===== src/common/sar_pkg.sv =====
// Package of constants and types for the serial SAR converter readout block.
package sar_pkg;

  // ---------------------------------------------------------------------------
  // Clock and timing
  // ---------------------------------------------------------------------------
  localparam int CLK_HZ = 10_000_000;
  localparam int CONV_TIME_NS = 7500;
  localparam int CYCLE_MAX_NS = 9000;
  localparam int CONV_CYCLES = (CONV_TIME_NS * (CLK_HZ / 1_000_000)) / 1000;
  localparam int CYCLE_MAX_CYCLES = (CYCLE_MAX_NS * (CLK_HZ / 1_000_000)) / 1000;

  // ---------------------------------------------------------------------------
  // Result format
  // ---------------------------------------------------------------------------
  localparam int RESULT_BITS = 12;
  localparam int FRAME_BITS = RESULT_BITS + 1;
  localparam int CONV_CNT_W = 8;
  localparam logic [CONV_CNT_W-1:0] CONV_LAST = CONV_CNT_W'(CONV_CYCLES - 1);
  localparam logic [RESULT_BITS-1:0] RESULT_RESET = 12'h000;

  // ---------------------------------------------------------------------------
  // Power-down select levels and controller states
  // ---------------------------------------------------------------------------
  typedef enum logic [1:0] {
    SAR_PD_LOW,
    SAR_PD_HIGH,
    SAR_PD_OPEN
  } sar_pd_level_t;

  typedef enum logic [1:0] {
    SAR_IDLE,
    SAR_CONVERT,
    SAR_SHIFT
  } sar_state_t;

endpackage : sar_pkg


===== src/hdl/sar_readout.sv =====
// Digital control and serial readout of a 12-bit successive-approximation converter.
// Notes on behaviour
// - After conversion end, output changes only on shift-clock falling edges.
// - Select high leaves output undriven.
// - Select falling edge starts a conversion.
// - Power-down low stops conversions, shutdown.
// - Power-down high or open means operating.
// - High enables internal reference, open disables.
// - Result: high bit, then 12 bits MSB first.
// - Select falling edge puts track/hold in hold.
// - Conversion end returns track/hold to track.
// - Full conversion cycle within 9us.
// - Select fall drives output low while converting.
// - Conversion end drives output high.
// - First falling edge after end gives MSB.
// - Extra shift edges give zeros, harmless.
module sar_readout
  import sar_pkg::*;
(
  input wire logic i_mclk,
  input wire logic i_reset_n,
  input wire logic i_select_n,
  input wire logic i_shift_clk,
  input wire logic i_pd_high,
  input wire logic i_pd_low,
  input wire logic i_cmp_high,
  output logic o_dout,
  output logic o_dout_oe,
  output logic o_track,
  output logic o_shutdown,
  output logic o_int_ref_en,
  output logic o_trial_valid,
  output logic [RESULT_BITS-1:0] o_trial_code,
  output logic o_busy
);

  // ---------------------------------------------------------------------------
  // Reset release and input synchronisers
  // ---------------------------------------------------------------------------
  logic rst_meta;
  logic rst_n;

  always_ff @(posedge i_mclk or negedge i_reset_n) begin
    if (!i_reset_n) begin
      rst_meta <= 1'b0;
      rst_n <= 1'b0;
    end else begin
      rst_meta <= 1'b1;
      rst_n <= rst_meta;
    end
  end

  logic sel_s;
  logic sclk_s;
  logic pd_high_s;
  logic pd_low_s;
  logic cmp_s;

  sar_sync u_sync_sel (.i_mclk(i_mclk), .i_rst_n(rst_n), .i_level(~i_select_n),
    .o_level(sel_s));
  sar_sync u_sync_sclk (.i_mclk(i_mclk), .i_rst_n(rst_n), .i_level(i_shift_clk),
    .o_level(sclk_s));
  sar_sync u_sync_pdh (.i_mclk(i_mclk), .i_rst_n(rst_n), .i_level(i_pd_high),
    .o_level(pd_high_s));
  sar_sync u_sync_pdl (.i_mclk(i_mclk), .i_rst_n(rst_n), .i_level(i_pd_low),
    .o_level(pd_low_s));
  sar_sync u_sync_cmp (.i_mclk(i_mclk), .i_rst_n(rst_n), .i_level(i_cmp_high),
    .o_level(cmp_s));

  // The select synchroniser carries the inverted pin, so a reset value of zero
  // reads as select high and the output starts undriven.
  logic sel_active;
  assign sel_active = sel_s;

  // ---------------------------------------------------------------------------
  // Edge detection and power-down decode
  // ---------------------------------------------------------------------------
  logic sel_prev;
  logic sclk_prev;
  logic sel_fall;
  logic sclk_fall;
  sar_pd_level_t pd_level;

  assign sel_fall = sel_active & ~sel_prev;
  assign sclk_fall = sclk_prev & ~sclk_s;

  always_comb begin
    if (pd_low_s) begin
      pd_level = SAR_PD_LOW;
    end else if (pd_high_s) begin
      pd_level = SAR_PD_HIGH;
    end else begin
      pd_level = SAR_PD_OPEN;
    end
  end

  // ---------------------------------------------------------------------------
  // Conversion and shift state
  // ---------------------------------------------------------------------------
  sar_state_t state;
  sar_state_t next_state;
  logic [CONV_CNT_W-1:0] conv_cnt;
  logic [CONV_CNT_W-1:0] next_conv_cnt;
  logic [3:0] bit_idx;
  logic [3:0] next_bit_idx;
  logic [RESULT_BITS-1:0] approx;
  logic [RESULT_BITS-1:0] next_approx;
  logic [RESULT_BITS:0] shreg;
  logic [RESULT_BITS:0] next_shreg;
  logic dout;
  logic next_dout;
  logic dout_oe;
  logic next_dout_oe;
  logic track;
  logic next_track;
  logic shutdown;
  logic next_shutdown;
  logic int_ref;
  logic next_int_ref;
  logic [CONV_CNT_W-1:0] trial_step;

  // Successive bits are trialled over evenly spaced slots of the conversion
  // time, so the internal timer alone paces the conversion.
  assign trial_step = CONV_CNT_W'(CONV_CYCLES / RESULT_BITS);

  always_comb begin
    next_state = state;
    next_conv_cnt = conv_cnt;
    next_bit_idx = bit_idx;
    next_approx = approx;
    next_shreg = shreg;
    next_dout = dout;
    next_dout_oe = sel_active;
    next_track = track;
    next_shutdown = (pd_level == SAR_PD_LOW);
    next_int_ref = (pd_level == SAR_PD_HIGH);
    if (!sel_active) begin
      next_dout = 1'b0;
    end
    case (state)
      SAR_IDLE: begin
        next_track = 1'b1;
        if (sel_fall && pd_level != SAR_PD_LOW) begin
          next_state = SAR_CONVERT;
          next_track = 1'b0;
          next_dout = 1'b0;
          next_conv_cnt = '0;
          next_bit_idx = 4'(RESULT_BITS - 1);
          next_approx = {1'b1, {(RESULT_BITS-1){1'b0}}};
        end
      end
      SAR_CONVERT: begin
        next_conv_cnt = conv_cnt + 1'b1;
        if (conv_cnt != '0 && conv_cnt == trial_step * CONV_CNT_W'(RESULT_BITS - bit_idx)
            && bit_idx != 4'hf) begin
          next_approx[bit_idx] = cmp_s;
          if (bit_idx != 4'h0) begin
            next_approx[bit_idx - 4'h1] = 1'b1;
          end
          next_bit_idx = bit_idx - 4'h1;
        end
        if (!sel_active || pd_level == SAR_PD_LOW) begin
          next_state = SAR_IDLE;
          next_track = 1'b1;
        end else if (conv_cnt == CONV_LAST) begin
          next_state = SAR_SHIFT;
          next_track = 1'b1;
          next_dout = 1'b1;
          next_shreg = {approx, 1'b0};
        end
      end
      SAR_SHIFT: begin
        if (!sel_active) begin
          next_state = SAR_IDLE;
        end else if (sclk_fall) begin
          next_dout = shreg[RESULT_BITS];
          next_shreg = {shreg[RESULT_BITS-1:0], 1'b0};
        end
      end
      default: begin
        next_state = SAR_IDLE;
      end
    endcase
  end

  always_ff @(posedge i_mclk or negedge rst_n) begin
    if (!rst_n) begin
      state <= SAR_IDLE;
      conv_cnt <= '0;
      bit_idx <= 4'h0;
      approx <= RESULT_RESET;
      shreg <= '0;
      dout <= 1'b0;
      dout_oe <= 1'b0;
      track <= 1'b1;
      shutdown <= 1'b0;
      int_ref <= 1'b0;
      sel_prev <= 1'b0;
      sclk_prev <= 1'b0;
    end else begin
      state <= next_state;
      conv_cnt <= next_conv_cnt;
      bit_idx <= next_bit_idx;
      approx <= next_approx;
      shreg <= next_shreg;
      dout <= next_dout;
      dout_oe <= next_dout_oe;
      track <= next_track;
      shutdown <= next_shutdown;
      int_ref <= next_int_ref;
      sel_prev <= sel_active;
      sclk_prev <= sclk_s;
    end
  end

  // ---------------------------------------------------------------------------
  // Outputs
  // ---------------------------------------------------------------------------
  assign o_dout = dout & dout_oe;
  assign o_dout_oe = dout_oe;
  assign o_track = track;
  assign o_shutdown = shutdown;
  assign o_int_ref_en = int_ref;
  assign o_trial_code = approx;
  assign o_trial_valid = (state == SAR_CONVERT);
  assign o_busy = (state == SAR_CONVERT);

endmodule : sar_readout


===== src/hdl/sar_sync.sv =====
// Two flip-flop synchroniser for one input level.
module sar_sync
  import sar_pkg::*;
(
  input wire logic i_mclk,
  input wire logic i_rst_n,
  input wire logic i_level,
  output logic o_level
);

  logic stage1;
  logic stage2;
  logic next_stage1;
  logic next_stage2;

  always_comb begin
    next_stage1 = i_level;
    next_stage2 = stage1;
  end

  always_ff @(posedge i_mclk or negedge i_rst_n) begin
    if (!i_rst_n) begin
      stage1 <= 1'b0;
      stage2 <= 1'b0;
    end else begin
      stage1 <= next_stage1;
      stage2 <= next_stage2;
    end
  end

  assign o_level = stage2;

endmodule : sar_sync


===== config.mk =====
export PLATFORM = sky130hd
export DESIGN_NAME = sar_readout
export DESIGN_NICKNAME = d
export VERILOG_FILES = /design/src/common/sar_pkg.sv /design/src/hdl/sar_readout.sv /design/src/hdl/sar_sync.sv
export SDC_FILE = /design/constraint.sdc
export NUM_CORES = 1
export LEC_CHECK = 0
export ABC_AREA = 1
export BUFFER_PORTS_ARGS = -buffer_cell sky130_fd_sc_hd__buf_4
export CORE_MARGIN = 1
export CORE_UTILIZATION = 54
export DETAILED_ROUTE_END_ITERATION = 10
export GPL_TIMING_DRIVEN = 0
export PLACE_DENSITY_LB_ADDON = 0.3
export SLEW_MARGIN = 20
export SYNTH_ARGS = -nofsm -noshare
export SYNTH_HDL_FRONTEND = slang
export SYNTH_SLANG_ARGS = --single-unit
export TNS_END_PERCENT = 30

===== constraint.sdc =====
create_clock -name i_mclk -period 1.8 [get_ports i_mclk]
set_input_delay 0 -clock i_mclk [delete_from_list [all_inputs] [get_ports i_mclk]]
set_output_delay 0 -clock i_mclk [all_outputs]
set_load 0.05 [all_outputs]

# Yosys cells after proc, flatten, opt, wreduce, memory -nomap -nowiden
# Cells that the tools add are included.
dict set report word_totals {
  in_bits 7
  regBits 57
  elab_cells 108
  output_inout_bits 19
}
dict set report classes {
  bitwise_logic 7
  n_eq_ne 14
  muxes 37
  mul 1
  magnitude_cmp 4
  addsub 3
  n_reduce_logical 19
}
# cell count
set op_table {}
lappend op_table {{2-to-1 mux 13 bit} 4}
lappend op_table {{2-to-1 mux 12 bit} 3}
lappend op_table {{case mux 13 bit (2 select lines)} 1}
lappend op_table {{case mux 12 bit (2 select lines)} 1}
lappend op_table {{case mux 8 bit (2 select lines)} 1}
lappend op_table {{bitwise mux 12 bit} 1}
lappend op_table {{2-to-1 mux 2 bit} 6}
lappend op_table {{OR 12 bit} 1}
lappend op_table {{2-to-1 mux 1 bit} 11}
lappend op_table {{less-than comparator 4 x 5 -> 1 bit (second input constant)} 2}
lappend op_table {{adder 8 x 1 -> 8 bit (second input constant)} 1}
lappend op_table {{demux 1 bit (select 4 bit)} 2}
lappend op_table {{equality test 8 x 7 -> 1 bit (second input constant)} 1}
lappend op_table {{equality test 8 bit} 1}
lappend op_table {{greater-or-equal comparator 4 x 1 -> 1 bit (second input constant)} 2}
lappend op_table {{multiplier 2 x 8 -> 7 bit (first input constant)} 1}
lappend op_table {{2-to-1 mux 4 bit} 2}
lappend op_table {{2-to-1 mux 8 bit} 1}
lappend op_table {{!= test 2 bit (second input constant)} 4}
lappend op_table {{case mux 4 bit (2 select lines)} 1}
lappend op_table {{nonzero test 8 bit} 1}
lappend op_table {{!= test 2 x 1 -> 1 bit (second input constant)} 3}
lappend op_table {{case mux 2 bit (3 select lines)} 1}
lappend op_table {{AND reduction 3 bit} 2}
lappend op_table {{other kinds (18)} 31}

# Logic depth before layout (Yosys ltp)
# Gate-level depths: netlist of run 1.
dict set report logic_depth {
  word_depth 9
  ltp_mapped 19
}

# Cells and area by module
# From an unflattened synthesis of run 1, not the netlist that was laid out.
dict set report unflattened {
  cells_unflattened 410
  area_unflattened_um2 3241.9
}
# mod instances cells_per_inst area_each_um2
set by_module_without_submodules {}
lappend by_module_without_submodules {sar_readout 1 400 2991.6}
lappend by_module_without_submodules {sar_sync 5 2 50.0}

# Least setup slack after synthesis of run 1
# OpenSTA, ideal clock, no wires.
dict set report synth_path {
  path_kind {flip-flop to flip-flop}
  from {reg bit_idx[0]}
  to {reg approx[10], in the netlist o_trial_code[10]}
  required_time_ns 1.680
  t_arrival_ns 2.421
  period_less_slack_ns 2.541
  path_buffers 1
  stages_incl_launch_ff 18
  slack_ns -0.741
  cell_sequence {dfrtp_1 > inv_1 > ha_1 > nand2_1 > inv_1 > nor2_2 > fa_1 > inv_1 > nand2_1 > nand2_1 > nand3_1 > nor2_2 > nand4_2 > nand2_4 > nand2_4 > buf_6 > nand2_1 > nand2_1}
}
dict set report synth_between {
  elab_chain_cells 9
}
# item line_no
set synth_lines {}
lappend synth_lines {{start, declared} sar_readout.sv:104} ;# logic [3:0] bit_idx;
lappend synth_lines {{start signal, assigned} sar_readout.sv:203} ;# bit_idx <= next_bit_idx;
lappend synth_lines {{parallel branches: the longest is 9 deep, another holds multiplier 2 x 8 -> 7 bit} -}
lappend synth_lines {{end signal, assigned} sar_readout.sv:204} ;# approx <= next_approx;
lappend synth_lines {{end, declared} sar_readout.sv:106} ;# logic [RESULT_BITS-1:0] approx;
# Parallel ways; which one is timed is not known. The select of a mux whose other input is x is not followed.
# A chain may end at the register's enable or synchronous reset.

# Worst setup path in the final report of run 1
dict set report layout_path {
  from {reg bit_idx[1]}
  to {reg approx[11], in the netlist o_trial_code[11]}
}
# The elaborated chain is that of the path after synthesis.

==> results by group, run 1 <==
Status
  • Status: finished with violations
  • Failing checks: setup timing

Routing
  • Detail Route Antenna Nets: 0
  • Vias/cell: 5.44
  • WL/cell: 14.5 um
  • Via count: 3104
  • Drc violations: 0
  • 1st-pass router iterations: 5
  • DR iter-0 viols: 210
  • Routed WL: 8290 um

Worst setup path
  • CP Class: reg -> reg
  • WP data arrival: 2.69 ns
  • Critical Path, Cell by Cell: inv_4 -> ha_4 -> nor2_2 -> nor2_4 -> fa_2 -> inv_1 -> nand2_1 -> nand2_1 -> nand3_2 -> nor2_2 -> nand4_2 -> nand2_4 -> nand2_8 -> buf_6 -> nand2_1 -> nand2_1
  • Worst R2R Path Depth: 16
  • Launching point of the worst reg2reg path: bit_idx[1]
  • RR Endpoint: o_trial_code[11]
  • Crit Path Max Fanout: 6
  • CP bufs+invs: 3
  • CP max stage delay: 0.48 ns
  • Worst setup SP type: flip-flop
  • CP required: 2.03 ns
  • CP Capture Type: flip-flop
  • Slowest cell on the critical path: dfrtp_2
  • Setup slack, reg-to-reg: -0.67 ns
  • Delay-heaviest family, CP: simple AND/OR/NAND/NOR gates
  • Most used cell, CP: nand2_1

Synthesis
  • Post-Synthesis Cells: 429
  • Synth Area in Compound Gates: 0.103
  • Post-synthesis adder-cell area fraction: 0.0644
  • Synth Net Count: 452
  • Multiplexer share of the synthesized area: 0.0186
  • Yosys cell types: 34
  • Largest family of logic cells by synthesized area: simple AND/OR/NAND/NOR gates
  • Ys async rst share: 1.00
  • Number of synthesized register bits: 56
  • Yosys warns: 0
  • Yosys top cell by area: dfrtp_1
  • Sequential fraction of the synthesis area: 0.435
  • Synth top area share: 0.427
  • XOR/XNOR Fraction of Synth Area: 0.00814
  • Prevailing post-synth register cell: dfrtp_1
  • Mean Syn Cell Area: 7.52 um^2
  • Top post-synthesis cells by area: dfrtp_1 (43%), nand2_1 (16%), o21ai_0 (6.2%)
  • Post-synth EDFFs: 0
  • Synth Cell Area: 3230 um^2
  • Simple-Gate Fraction of Synth Area: 0.283

Die
  • Die Y: 79.3 um
  • Io pins: 26
  • Row cnt: 27
  • Core area: 5640 um^2
  • Initial core utilization: 0.572
  • Die Wd: 79.3 um
  • Full die area: 6290 um^2

Timing
  • RSZ-0062 raised after global routing: true
  • Final Slew Violations: 0
  • F_max: 405 MHz
  • # setup viols final: 16
  • Fin. Hold Viols: 0
  • Min cycle time layout: 2.47 ns
  • Final WS setup: -0.667 ns
  • Actual slew at the worst max-slew pin: 0.684 ns
  • Worst Skew: 0.00507 ns
  • WHS: 0.321 ns
  • Setup_tns: -10.42 ns
  • Max_slew headroom: 0.544
  • Fin crit share: 1.37

Job
  • Max cap viols: 0

Place
  • HPWL after DPL: 5280 um
  • Placement Setup Slack: -0.850 ns
  • Placed insts: 526
  • Placed cell area: 3530 um^2
  • IO buf count: 25
  • Placer Congestion: 0.943

Finish
  • Non-filler cells in the finished layout: 571
  • Ant diodes: 0
  • Most frequent cells in the layout: nand2_1 (128), buf_4 (58), dfrtp_1 (52), inv_1 (43), o21ai_0 (38)
  • Finished Core Util: 0.717
  • Area of the multi-input gates: 1670 um^2
  • Layout area overhead: 25.4%
  • Nets@finish: 521
  • Register Area: 1410 um^2
  • Commonest non-fill, non-tap cell in the layout: nand2_1
  • # fillers: 433
  • Final Cell Area: 4050 um^2
  • Share of cells above drive strength 1: 0.242

CTS
  • CTS Sinks: 56
  • Clk pin slew, worst setup/hold paths: 0.11 ns
  • Worst skew pair latency: 0.32 ns
  • H-tree levels: 2
  • TritonCTS Buffers: 5
  • CTS tree: yes
  • Clock Path Buffers: 2
  • CTS Root Cell: clkbuf_8

Global routing
  • Pin count of the biggest net entering global routing: 55
  • Total Routing Usage GR: 0.276
  • Initial antenna violation count: 0
  • First-pass GRT wire length: 13300 um
  • Vias in the first global route: 2903
  • Total global routing overflow: 0

Pwr
  • Cell area power density: 2000 nW/um^2
  • Maximum VDD drop: 0.00118 V
  • PnR Total Power: 8.11 mW
  • P_int: 3.93 mW
  • Sw Ratio: 0.515
  • Clock share of power: 0.090
  • Gate power share: 0.672
  • Sequential cell fraction of total power: 0.237
  • LEAKAGE: 2.07 nW
  • Psw: 4.18 mW

Min path
  • Hold WC Path Type: in -> reg
  • Worst Min Path Start: i_cmp_high
  • Hold path depth: 2
  • Hold path endpoint: u_sync_cmp.next_stage2
==> worst max-delay path by stage <==
stage          slack (ns)  cells after the start       start               end
3_3_place_gp        -0.79                     17  bit_idx[1]   o_trial_code[8]
3_5_place_dp        -0.85                     17  bit_idx[1]        bit_idx[0]
6_report            -0.67                     16  bit_idx[1]  o_trial_code[11]
4_1_cts             -0.65                     16  bit_idx[0]   o_trial_code[9]
5_1_grt             -0.80                     16  bit_idx[0]   o_trial_code[7]
2_1_floorplan       -0.53                     17  bit_idx[1]  o_trial_code[10]
==> what timing repair did <==
| action | 4_1_cts | 5_1_grt |
|---|---|---|
| buffers inserted | 22 | 7 |
| hold endpoints to repair | 7 | 0 |
| gates resized for setup | 21 | 22 |
| hold buffers | 7 | 0 |
| setup endpoints to repair | 35 | 37 |
| gates cloned | 1 | 0 |
| pin swaps | 10 | 10 |
==> state kept, by name, summed over array words and instances, names as in the netlist, 2 cells and up <==
name and count:
conv_cnt 8, state 2, bit_idx 4, shreg 12, o_trial_code 12
==> power by group through the flow <==
stage | combinational [mW] | clock, mW | sequential [mW]
6_report | 5.45 | 0.732 | 1.92
5_1_grt | 5.90 | 0.806 | 1.96
4_1_cts | 4.99 | 0.738 | 1.91
3_5_place_dp | 4.39 | 0 | 1.95
3_3_place_gp | 4.25 | 0 | 1.93
2_1_floorplan | 3.00 | 0 | 2.24
==> metal layers <==
layer	vias up	routed length [um]	GRT usage
met2	125	4210	0.482
met3	31	455	0.0494
li1	1492	-	-
met4	0	260	0.120
met5	-	0	0
met1	1456	3360	0.330
==> synthesized netlist by cell type (2+ instances only) <==
cell type    n
nand2_4      2
inv_1       51
nand3_1     33
inv_2        2
buf_4        5
nand4_1      2
nand2_1    136
nor3_1       3
nor2_1      30
clkbuf_1     5
buf_2        3
a21oi_1     19
dfrtp_1     55
o21ai_0     40
nor2_2       4
mux2i_1      6
ha_1        15
xor2_1       2
==> worst reg2reg max path, stage by stage (launching register included) <==
cell	delay (ns)
dfrtp_2	0.48
inv_4	0.09
ha_4	0.17
nor2_2	0.05
nor2_4	0.15
fa_2	0.46
inv_1	0.06
nand2_1	0.04
nand2_1	0.08
nand3_2	0.08
nor2_2	0.10
nand4_2	0.12
nand2_4	0.15
nand2_8	0.08
buf_6	0.15
nand2_1	0.06
nand2_1	0.05
==> kinds of logic (layout without fill, tap and decap cells) <==
group	count (synthesis)	after routing
xor+xnor	3	3
fa+ha+maj	16	16
other cells	1	1
mux	6	6
flops	56	56
compound gates	64	64
buf+inv	67	137
simple gates	216	216
==> area by class of cell <==
cell class                      instances  area share
Sequential cell                        56       0.348
Multi-Input combinational cell        306       0.413
Buffer                                 14      0.0226
Inverter                               53      0.0513
Clock inverter                          3     0.00556
Tap cell                               72      0.0223
Timing Repair Buffer                   62       0.120
Clock buffer                            5      0.0170
(Power assumes the default switching activity.)
==> run 2: changes to the inputs <==
Settings changed: CORE_UTILIZATION 54 to 40.
==> results by group, run 2 (synthesis gave the netlist of run 1 again) <==
Status
  • Status: finished with violations
  • Failing checks: setup timing

Global routing
  • Vias in the first global route: 2861 (-1.4%)
  • First-pass GRT wire length: 13400 um (+0.88%)
  • Total Routing Usage GR: 0.201 (-0.0742)
  • Pin count of the biggest net entering global routing: 55 (unchanged)
  • Initial antenna violation count: 0 (unchanged)
  • Total global routing overflow: 0 (unchanged)

Routing
  • Via count: 2983 (-3.9%)
  • Detail Route Antenna Nets: 0 (unchanged)
  • Routed WL: 8210 um (-0.92%)
  • 1st-pass router iterations: 4 (-1)
  • Drc violations: 0 (unchanged)
  • DR iter-0 viols: 228 (+8.6%)
  • WL/cell: 13.7 um (-5.9%)
  • Vias/cell: 4.96 (-8.7%)

Pwr
  • Maximum VDD drop: 0.00122 V (+3.3%)
  • Gate power share: 0.675 (+0.003)
  • Clock share of power: 0.088 (-0.002)
  • LEAKAGE: 2.08 nW (+0.49%)
  • P_int: 3.97 mW (+0.99%)
  • Cell area power density: 1980 nW/um^2 (-1.1%)
  • Psw: 4.17 mW (about the same)
  • Sw Ratio: 0.512 (-0.00270)
  • Sequential cell fraction of total power: 0.237 (about the same)

Finish
  • Layout area overhead: 27.3%
  • Share of cells above drive strength 1: 0.255 (+0.0120)
  • Most frequent cells in the layout: nand2_1 (120), buf_4 (55), dfrtp_1 (52), inv_1 (44), o21ai_0 (39)
  • Non-filler cells in the finished layout: 601 (+5.3%)
  • Commonest non-fill, non-tap cell in the layout: nand2_1
  • Ant diodes: 0 (unchanged)
  • # fillers: 744 (+72%)
  • Nets@finish: 521 (unchanged)

Worst setup path
  • Worst R2R Path Depth: 17 (+1)
  • CP max stage delay: 0.47 ns (about the same)
  • Critical Path, Cell by Cell: inv_4 -> ha_4 -> nand2_2 -> inv_2 -> nor2_4 -> fa_1 -> inv_1 -> nand2_1 -> nand2_1 -> nand3_2 -> nor2_2 -> nand4_2 -> nand2_4 -> nand2_8 -> buf_6 -> nand2_2 -> nand2_1
  • CP Capture Type: flip-flop
  • CP required: 2.01 ns (-0.02 ns)
  • Crit Path Max Fanout: 5 (-1)
  • Most used cell, CP: nand2_1
  • Worst setup SP type: flip-flop
  • WP data arrival: 2.66 ns (-0.03 ns)
  • CP Class: reg -> reg
  • Slowest cell on the critical path: fa_1

Place
  • Placer Congestion: 0.896 (-5.0%)
  • Placed insts: 556 (+5.7%)
  • IO buf count: 25 (unchanged)
  • HPWL after DPL: 5260 um (-0.45%)

Timing
  • Final WS setup: -0.644 ns (+0.0226 ns)
  • Actual slew at the worst max-slew pin: 0.688 ns (+0.00419 ns)
  • Final Slew Violations: 0 (unchanged)
  • WHS: 0.331 ns (+0.0103 ns)
  • Fin crit share: 1.36 (-0.0126)
  • Min cycle time layout: 2.44 ns (-0.0226 ns)
  • Fin. Hold Viols: 0 (unchanged)
  • RSZ-0062 raised after global routing: true
  • Max_slew headroom: 0.541 (-0.00279)
  • # setup viols final: 16 (unchanged)
  • F_max: 409 MHz (+0.92%)
  • Worst Skew: 0.00918 ns (+0.00411 ns)

Die
  • Core area: 7770 um^2 (+38%)
  • Io pins: 26 (unchanged)
  • Row cnt: 32 (+19%)
  • Full die area: 8430 um^2 (+34%)
  • Initial core utilization: 0.415 (-0.157)
  • Die Y: 91.8 um (+16%)
  • Die Wd: 91.8 um (+16%)

CTS
  • Worst skew pair latency: 0.32 ns (about the same)
  • CTS Root Cell: clkbuf_8
  • TritonCTS Buffers: 5 (unchanged)
  • Clk pin slew, worst setup/hold paths: 0.11 ns (about the same)
  • Clock Path Buffers: 2 (unchanged)
  • CTS Sinks: 56 (unchanged)
  • H-tree levels: 2 (unchanged)
  • CTS tree: yes

Job
  • Max cap viols: 0 (unchanged)

Min path
  • Hold path depth: 2 (unchanged)
  • Hold WC Path Type: in -> reg
-- run 2: cell counts in the layout (fill, tap and decap cells not counted) --
Identical to the previous run, type by type.
-- run 2: layout make-up --
type	instances	area (um^2)	area share
timing repair buffer	62	499	0.121
inverter	53	205	0.0499
clock buffer	5	68.8	0.0167
clock inverter	3	22.5	0.00548
multi-input combinational	306	1670	0.407
buffer	14	104	0.0253
tap	102	128	0.0311
sequential	56	1410	0.343
-- run 2: worst max-delay path, delay by kind of cell, from the launching register on --
family        cells  cell delay [ns]
simple gates     11             0.82
fa+ha+maj         2             0.63
flops             1             0.46
buf+inv           4             0.38
-- run 2: worst paths after layout --
check                                        start                endpoint  slack (ns)
hold / removal                            i_pd_low  u_sync_pdl.next_stage2        0.33
setup / recovery                        bit_idx[1]         o_trial_code[8]       -0.64
max in group asynchronous                    rst_n              bit_idx[1]        0.94
setup reg to reg                        bit_idx[1]         o_trial_code[8]       -0.64
min in group asynchronous                    rst_n                shreg[7]        0.38
hold reg to reg            u_sync_sclk.next_stage2     u_sync_sclk.o_level        0.36
-- run 2: what timing repair did --
item	CTS	global route
pin swaps	6	9
resized for setup	23	27
gates cloned	1	0
buffers inserted	21	8
hold buffers	7	0
hold endpoints to repair	7	0
endpoints found under the setup margin	35	34
-- run 2: routing by layer --
layer,up-vias,global-route usage,part of all wire
met5,-,0,0
met1,1404,0.264,0.44
li1,1495,-,-
met4,0,0.0586,0.018
met2,69,0.334,0.49
met3,15,0.0448,0.049
-- run 2: power by group through the flow --
stage	Combinational [mW]	Sequential (mW)	Clock [mW]
after floorplan	3.00	2.24	0
after global placement	4.30	1.94	0
after detailed placement	4.40	1.95	0
after CTS	5.08	1.91	0.746
after global routing	6.01	1.98	0.802
final	5.50	1.93	0.720
-- run 2: through the flow --
stage / setup WS (ns) / power (mW) / instance area (um^2) / utilization / setup TNS [ns]
2_1_floorplan: -0.526 / 5.24 / 3250 / - / -7.92
3_3_place_gp: -0.813 / 6.24 / 3570 / 0.459 / -39.10
3_5_place_dp: -0.855 / 6.35 / 3570 / 0.460 / -13.59
4_1_cts: -0.617 / 7.74 / 3980 / 0.513 / -9.56
5_1_grt: -0.754 / 8.79 / 4110 / 0.529 / -12.67
6_report: -0.644 / 8.14 / 4110 / 0.529 / -10.06
